$ cat src/include/msc_cfg.svh
`ifndef MSC_CFG_SVH
`define MSC_CFG_SVH
// ********************************************************************
// register map
// ********************************************************************
`define MSC_ADDR_W          8
`define MSC_OFF_CFG_A       8'h84
`define MSC_OFF_CFG_B       8'h86
`define MSC_OFF_STATUS      8'h88
`define MSC_RST_CFG_A       32'h0000_0000
`define MSC_RST_CFG_B       32'h0000_0000
// ********************************************************************
// first register fields
// ********************************************************************
`define MSC_A_REV_PROFILE   0
`define MSC_A_ACTIVE_BRAKE  1
`define MSC_A_RAMPDOWN      2
`define MSC_A_LIMIT_SRC     3
`define MSC_A_REPEAT_LO     4
`define MSC_A_REPEAT_HI     5
`define MSC_A_ADV_LO        6
`define MSC_A_ADV_HI        7
`define MSC_A_RELEASE       8
`define MSC_A_THR_LO        9
`define MSC_A_THR_HI        13
`define MSC_THR_FIRST_RSVD  5'h13
`define MSC_A_WR_MASK       32'h7fff_ffff
// ********************************************************************
// second register fields
// ********************************************************************
`define MSC_B_WR_MASK       32'h7fff_ffff
`define MSC_B_OLLIM_LO      27
`define MSC_B_OLLIM_HI      30
`define MSC_B_ACC1_LO       23
`define MSC_B_ACC1_HI       26
`define MSC_B_ACC2_LO       19
`define MSC_B_ACC2_HI       22
`endif

$ cat src/include/msc_pkg.sv
package msc_pkg;
   // start-up sequencer state, one-hot
   typedef enum logic [2:0] {
      MSC_IDLE   = 3'b001,
      MSC_DETECT = 3'b010,
      MSC_RUN    = 3'b100
   } msc_state_e;

   typedef struct packed {
      logic [31:0] cfg_a;
      logic [31:0] cfg_b;
      logic [31:0] act_a;
      logic [31:0] act_b;
      msc_state_e  state;
      logic [1:0]  passes;
      logic [31:0] rdata;
   } msc_state_s;
endpackage : msc_pkg

$ cat src/logic/msc_startup_regs.sv
`timescale 1ns/1ps
`include "msc_cfg.svh"
// Operation
// - threshold codes 13h..1Fh are reserved and never select a valid threshold.
// - bit 8 after position detect: 0 brakes phases, 1 leaves them tristated.
// - bits 7-6 add advance angle 0, 30, 60 or 90 degrees.
// - bits 5-4 run detection one to four times, averaging repeats.
// - bit 3 chooses dedicated open-loop limit (0) or run limit (1).
// - bit 2 set enables torque-current ramp-down after closed-loop handoff.
// - bit 1 set enables active braking by reverse drive while decelerating.
// - bit 0 picks forward (0) or reverse (1) open-loop current and accelerations.
// - all low fields of first register are read-write, resetting to zero.
// - second register sits at offset 86h, resets to zero.
// - second register bit 31 is read-only reserved; other fields read-write.
// - first register bits 13-9 hold the five-bit detect current threshold.
module msc_startup_regs (
   // clock, reset, enable
   input  wire logic        i_clk,
   input  wire logic        i_rst_n,
   input  wire logic        i_ce,
   // register port
   input  wire logic [7:0]  i_addr,
   input  wire logic [31:0] i_wdata,
   input  wire logic        i_wr,
   input  wire logic        i_rd,
   output logic      [31:0] o_rdata,
   // start-up sequencer handshake
   input  wire logic        i_start,
   input  wire logic        i_detect_done,
   input  wire logic        i_handoff,
   input  wire logic        i_stop,
   // configuration in force and sequencer state
   output logic      [4:0]  o_detect_current_threshold,
   output logic             o_threshold_valid,
   output logic             o_release_tristate,
   output logic             o_release_brake,
   output logic      [6:0]  o_advance_angle_deg,
   output logic      [2:0]  o_detect_runs,
   output logic             o_detect_more,
   output logic             o_use_run_limit,
   output logic             o_rampdown_en,
   output logic             o_active_brake_en,
   output logic             o_reverse_profile,
   output logic      [3:0]  o_open_loop_current_limit,
   output logic      [3:0]  o_open_loop_accel_first,
   output logic      [3:0]  o_open_loop_accel_second,
   output logic      [2:0]  o_state
);
   // ****************************************************************
   // state
   // ****************************************************************
   msc_pkg::msc_state_s q;
   msc_pkg::msc_state_s next_q;

   // ****************************************************************
   // next state
   // ****************************************************************
   // register writes land in cfg_*; the sequencer only ever reads the
   // act_* copies, latched at start, so a write mid-sequence is harmless
   always_comb begin
      next_q       = q;
      next_q.rdata = 32'h0000_0000;
      if (i_wr) begin
         unique case (i_addr)
            `MSC_OFF_CFG_A: next_q.cfg_a = i_wdata & `MSC_A_WR_MASK;
            `MSC_OFF_CFG_B: next_q.cfg_b = i_wdata & `MSC_B_WR_MASK;
            default: ;
         endcase
      end
      if (i_rd) begin
         unique case (i_addr)
            `MSC_OFF_CFG_A:  next_q.rdata = q.cfg_a;
            `MSC_OFF_CFG_B:  next_q.rdata = q.cfg_b;
            `MSC_OFF_STATUS: next_q.rdata = {27'h0, q.passes, q.state};
            default:         next_q.rdata = 32'h0000_0000;
         endcase
      end
      unique case (q.state)
         msc_pkg::MSC_IDLE: begin
            if (i_start) begin
               next_q.act_a  = q.cfg_a;
               next_q.act_b  = q.cfg_b;
               next_q.passes = 2'h0;
               next_q.state  = msc_pkg::MSC_DETECT;
            end
         end
         msc_pkg::MSC_DETECT: begin
            // one detect pass per done pulse until the repeat count is met
            if (i_stop) begin
               next_q.state = msc_pkg::MSC_IDLE;
            end else if (i_detect_done) begin
               if (q.passes == q.act_a[`MSC_A_REPEAT_HI:`MSC_A_REPEAT_LO]) begin
                  next_q.state = msc_pkg::MSC_RUN;
               end else begin
                  next_q.passes = q.passes + 2'h1;
               end
            end
         end
         msc_pkg::MSC_RUN: begin
            if (i_stop) begin
               next_q.state = msc_pkg::MSC_IDLE;
            end
         end
         default: next_q.state = msc_pkg::MSC_IDLE;
      endcase
   end

   // ****************************************************************
   // registers
   // ****************************************************************
   always_ff @(posedge i_clk) begin
      if (!i_rst_n) begin
         q.cfg_a  <= `MSC_RST_CFG_A;
         q.cfg_b  <= `MSC_RST_CFG_B;
         q.act_a  <= `MSC_RST_CFG_A;
         q.act_b  <= `MSC_RST_CFG_B;
         q.state  <= msc_pkg::MSC_IDLE;
         q.passes <= 2'h0;
         q.rdata  <= 32'h0000_0000;
      end else if (i_ce) begin
         q <= next_q;
      end
   end

   // ****************************************************************
   // outputs
   // ****************************************************************
   logic [4:0] thr;
   assign thr = q.act_a[`MSC_A_THR_HI:`MSC_A_THR_LO];

   assign o_rdata                    = q.rdata;
   assign o_detect_current_threshold = thr;
   // reserved codes flag invalid so the detector never uses them
   assign o_threshold_valid          = (thr < `MSC_THR_FIRST_RSVD);
   // release action only asserted once detection has finished
   assign o_release_tristate = (q.state == msc_pkg::MSC_RUN) && q.act_a[`MSC_A_RELEASE];
   assign o_release_brake    = (q.state == msc_pkg::MSC_RUN) && !q.act_a[`MSC_A_RELEASE];
   // 0/30/60/90 degrees is the code times 30
   assign o_advance_angle_deg = 7'(q.act_a[`MSC_A_ADV_HI:`MSC_A_ADV_LO] * 7'd30);
   assign o_detect_runs       = 3'(q.act_a[`MSC_A_REPEAT_HI:`MSC_A_REPEAT_LO]) + 3'h1;
   assign o_detect_more       = (q.state == msc_pkg::MSC_DETECT);
   assign o_use_run_limit     = q.act_a[`MSC_A_LIMIT_SRC];
   // ramp-down only meaningful once handed to closed loop
   assign o_rampdown_en       = q.act_a[`MSC_A_RAMPDOWN] && i_handoff;
   assign o_active_brake_en   = q.act_a[`MSC_A_ACTIVE_BRAKE];
   assign o_reverse_profile   = q.act_a[`MSC_A_REV_PROFILE];
   assign o_open_loop_current_limit = q.act_b[`MSC_B_OLLIM_HI:`MSC_B_OLLIM_LO];
   assign o_open_loop_accel_first   = q.act_b[`MSC_B_ACC1_HI:`MSC_B_ACC1_LO];
   assign o_open_loop_accel_second  = q.act_b[`MSC_B_ACC2_HI:`MSC_B_ACC2_LO];
   assign o_state                   = q.state;
endmodule : msc_startup_regs

$ cat config.mk
export PLATFORM = sky130hd
export DESIGN_NAME = msc_startup_regs
export DESIGN_NICKNAME = d
export VERILOG_FILES = /design/src/include/msc_pkg.sv /design/src/logic/msc_startup_regs.sv
export VERILOG_INCLUDE_DIRS = /design/src /design/src/include
export SDC_FILE = /design/constraint.sdc
export NUM_CORES = 1
export LEC_CHECK = 0
export BUFFER_PORTS_ARGS = -buffer_cell sky130_fd_sc_hd__buf_2
export CAP_MARGIN = 20
export CORE_MARGIN = 2
export CORE_UTILIZATION = 25
export CTS_CLUSTER_DIAMETER = 50
export DETAILED_ROUTE_END_ITERATION = 10
export GPL_TIMING_DRIVEN = 0
export HOLD_SLACK_MARGIN = 0.1
export SYNTH_ARGS = -nofsm -noshare
export SYNTH_HDL_FRONTEND = slang
export SYNTH_SLANG_ARGS = --single-unit
$ cat constraint.sdc
create_clock -name i_clk -period 5.2 [get_ports i_clk]
set_clock_uncertainty 0.2 [all_clocks]
set_input_delay 1.04 -clock i_clk [delete_from_list [all_inputs] [get_ports i_clk]]
set_output_delay 1.04 -clock i_clk [all_outputs]
set_load 0.01 [all_outputs]
==> reports/summary.md <==
The net switching fraction of the power works out to 21.5%. The tightest min-delay check is of the register to register type. The tools report the number of violations reported at the end of detailed-routing iteration 0 as 322.

The flow ran to the end, and the final reports show no timing, DRC or antenna violations. The logs give 0 for the remaining antenna violation count and 23.5 mm for the wire length of the first global-routing pass. Headroom to the max-slew limit came out at 38.1%.

The logs give 0 for the post-CTS repair timing setup buffer count and 0.768 for the final weighted congestion of routability-driven global placement. The logs give 506 uW for the reported net switching power and 1003 for the cell count after placement. The total negative slack for setup checks was 0 ns; the clock sink count was 124. The flip-flop and latch count after synthesis is 124, and the mean cell area of the mapped netlist is 8.75 sq um. The analysis attributes to cell leakage a power of 2.91 nW. Dividing the detail-routed wire length by the instance count gives 14.7 um.

The finished layout holds 1034 standard cells, fillers aside. The tools report the number of global-route vias before repair as 4305. Of the synthesized area, sequential elements account for 46.2%. sky130_fd_sc_hd__dfxtp_1 takes more of the synthesized area than any other cell. The run gives 2 as the buffer depth of the longest clock path. In this run, post-CTS repair resized a total of 0 instances. The library cell used most frequently in the layout, excluding fill and tap cells, is sky130_fd_sc_hd__dfxtp_1. The tools report the total wire length as 15.2 mm. Compared with the post-synthesis result, the final layout area differs by 28.8%. Buffers placed on the I/O ports in this run total 112. In the post-synthesis netlist, the biggest area contributors are sky130_fd_sc_hd__dfxtp_1 (46%), sky130_fd_sc_hd__nand2_1 (8.1%), sky130_fd_sc_hd__buf_4 (7.7%). In the routed layout, each cell is associated on average with a via count of 4.42. Measured along the x axis, the die boundary spans 151 um. The clock reaches the later pin of the worst-skew pair after 0.42 ns. The run gives 615 as the number of instances in the synthesized netlist.

Row generation in the floorplan step produced 53 rows. TritonCTS built the clock tree. For the number of warning messages in the yosys log, the log shows 0. Across all register-to-register paths, the minimum setup slack is 2.94 ns.

The number of antenna diodes in the final layout is 0. The worst setup path is captured at an output port. At the worst endpoint, the arrival time is 1.75 ns. The synthesized design devotes to its leading area cell type 46.2% of total area.

The tools report the startpoint type of the worst setup path as a register. The hold buffer count at CTS is 0, and the part of the power in combinational logic is 4.7%. The logs give 54.8% for the clock share of power and 32.8% for the final core area utilization. The number of enable-type register cells in the synthesized netlist was 0. For the fmax, the log shows 334 MHz.

The number of nets in the layout came out at 800. The worst register-to-register path ends at q[76]$_SDFFE_PN0P_. In the layout the commonest cells are sky130_fd_sc_hd__dfxtp_1 (124), sky130_fd_sc_hd__nand2_1 (116), sky130_fd_sc_hd__buf_2 (116).

The worst-case IR drop observed on VDD is 0.171 mV. The critical path is of the register to output port type. The wire-length estimate of the detail-placed layout is 11.3 mm. The power per standard cell area is 340 nW/um^2.

Worst-path maximum fanout: 8. Distinct cell type count of the synthesized netlist: 45. The final number of hold-violating endpoints was 0. The number of cell instances on the worst register-to-register path works out to 5. For this run, the leading register cell type out of synthesis is sky130_fd_sc_hd__dfxtp_1. Maximum number of pins on one net before global-route repair: 17. In this run the worst setup path begins at o_state[1]$_SDFFE_PN0P_. The H-tree was split into 4 levels.

The total area inside the core boundary comes to 21100 sq um. The part of the total power dissipated in sequential elements is 40.6%, and the number of DRC violations after detailed routing is 0. In this run the worst setup path terminates at o_detect_more.

For the total CTS buffers, the log shows 17. The post-route clock period utilization is 57.6%, and the boundary pin count is 119. The run gives 0 as the total global routing overflow. Clock-pin slew was measured on the worst setup and hold paths at 0.05 ns. After synthesis, the share of flip-flops with an asynchronous set or reset is 0%. For this configuration, the core starts out at a cell density of 25.5%. Data required time of the worst path: 3.96 ns.

The tools report the total number of vias as 4566. The proportion of layout cells with a drive suffix above 1 was 30.3%. The actual transition at the worst max-transition pin works out to 0.920 ns. For the finished layout, the period the worst path requires is 2.99 ns.

The floorplan step defined a die boundary enclosing 22700 sq um. For the max-slew violation count, the log shows 0. Setup repair after global routing left no endpoint under its margin. The startpoint identified for the worst register-to-register timing path is o_state[0]$_SDFFE_PN1P_. The cell sitting at the root of the clock tree is a sky130_fd_sc_hd__clkbuf_16. Across every metal layer, demand over resource in global routing totals 13.8%. The floorplan step set the die height to 151 um. The completed layout was analyzed and its total power is 2.36 mW. The logs give 0 for the max-cap check violation count and 1 for the initial antenna violation count.

The cell area that synthesis handed to floorplanning was 5380 sq um. The total iterations of the first detailed-routing run was 4; the count of endpoints failing setup in the final report was 0. Internal power component: 1.85 mW.
-- logic make-up after synthesis --
kind of cell	synth area share [%]
mux	5.77
xor+xnor	0.489
buf+inv	11.8
other cells	0.0697
flops	46.2
compound gates	17.1
fa+ha+maj	0.930
simple gates	17.6
-- cells in the mapped netlist, types with 2 or more instances --
cell	number
sky130_fd_sc_hd__inv_1	10
sky130_fd_sc_hd__buf_1	8
sky130_fd_sc_hd__nor3b_1	2
sky130_fd_sc_hd__nor4b_1	2
sky130_fd_sc_hd__nor3_1	2
sky130_fd_sc_hd__nor2b_1	2
sky130_fd_sc_hd__nand2b_1	2
sky130_fd_sc_hd__buf_6	3
sky130_fd_sc_hd__o21ai_0	73
sky130_fd_sc_hd__dfxtp_1	124
sky130_fd_sc_hd__and2_1	4
sky130_fd_sc_hd__a21boi_0	26
sky130_fd_sc_hd__mux2i_1	31
sky130_fd_sc_hd__o311ai_0	2
sky130_fd_sc_hd__nand3_1	64
sky130_fd_sc_hd__nand2_1	116
sky130_fd_sc_hd__clkbuf_1	27
sky130_fd_sc_hd__o2bb2ai_1	4
sky130_fd_sc_hd__a22o_1	4
sky130_fd_sc_hd__a21oi_1	2
sky130_fd_sc_hd__o221a_2	2
sky130_fd_sc_hd__buf_4	55
sky130_fd_sc_hd__ha_1	4
sky130_fd_sc_hd__buf_2	4
sky130_fd_sc_hd__o21ai_2	20
sky130_fd_sc_hd__xnor2_1	3
-- metal layers --
layer,up-vias,share of wire (%),GRT usage (%)
li1,2319,-,-
met3,17,7.3,4.67
met1,2098,47,18.3
met5,-,0,0
met4,0,1.1,3.93
met2,132,44,21.3
-- power by group through the flow --
stage	clock network, mW	registers (mW)	logic (mW)
detailed placement	0	0.977	0.111
floorplan	0	0.976	0.0634
global placement	0	0.977	0.111
global route	1.35	0.956	0.121
CTS	1.31	0.956	0.112
finish	1.29	0.956	0.110
-- through the flow --
stage / setup slack [ns] / area, sq um / hold slack, ns
final: 2.21 / 6930 / 0.255
after global routing: 2.07 / 6930 / 0.279
after global placement: 2.03 / 6290 / 0.237
after CTS: 2.18 / 6930 / 0.260
after floorplan: 2.49 / 5380 / 0.226
after detailed placement: 2.00 / 6290 / 0.247
-- worst min path at each step --
stage / endpoint / depth (start not counted) / startpoint
6_report: o_rdata[13]$_SDFFE_PN0P_ / 2 / o_rdata[13]$_SDFFE_PN0P_
5_1_grt: o_rdata[27]$_SDFFE_PN0P_ / 2 / o_rdata[27]$_SDFFE_PN0P_
4_1_cts: o_rdata[13]$_SDFFE_PN0P_ / 2 / o_rdata[13]$_SDFFE_PN0P_
3_5_place_dp: o_rdata[13]$_SDFFE_PN0P_ / 2 / o_rdata[13]$_SDFFE_PN0P_
3_3_place_gp: o_rdata[8]$_SDFFE_PN0P_ / 2 / o_rdata[8]$_SDFFE_PN0P_
2_1_floorplan: o_rdata[30]$_SDFFE_PN0P_ / 2 / o_rdata[30]$_SDFFE_PN0P_
-- state kept, by name (all words and copies together) (netlist names) --
name                        count
o_detect_current_threshold      5
o_use_run_limit                 1
o_open_loop_accel_first         4
o_state                         3
o_reverse_profile               1
o_open_loop_current_limit       4
o_active_brake_en               1
o_rdata                        31
q                              70
o_open_loop_accel_second        4
-- area by class of cell --
class,instances,area [sq um]
Buffer,97,598
Clock buffer,20,447
Clock inverter,11,193
Fill cell,2244,14200
Inverter,10,37.5
Multi-Input combinational cell,385,2260
Sequential cell,124,2480
Tap cell,275,344
Timing Repair Buffer,112,561
-- worst max-delay path: stages, from the launching register on --
cell and delay [ns]:
sky130_fd_sc_hd__dfxtp_1 0.48, sky130_fd_sc_hd__or3b_2 0.47, sky130_fd_sc_hd__clkbuf_1 0.18, sky130_fd_sc_hd__inv_1 0.08, sky130_fd_sc_hd__buf_2 0.13
No activity file was read; power rests on OpenSTA's default activity.
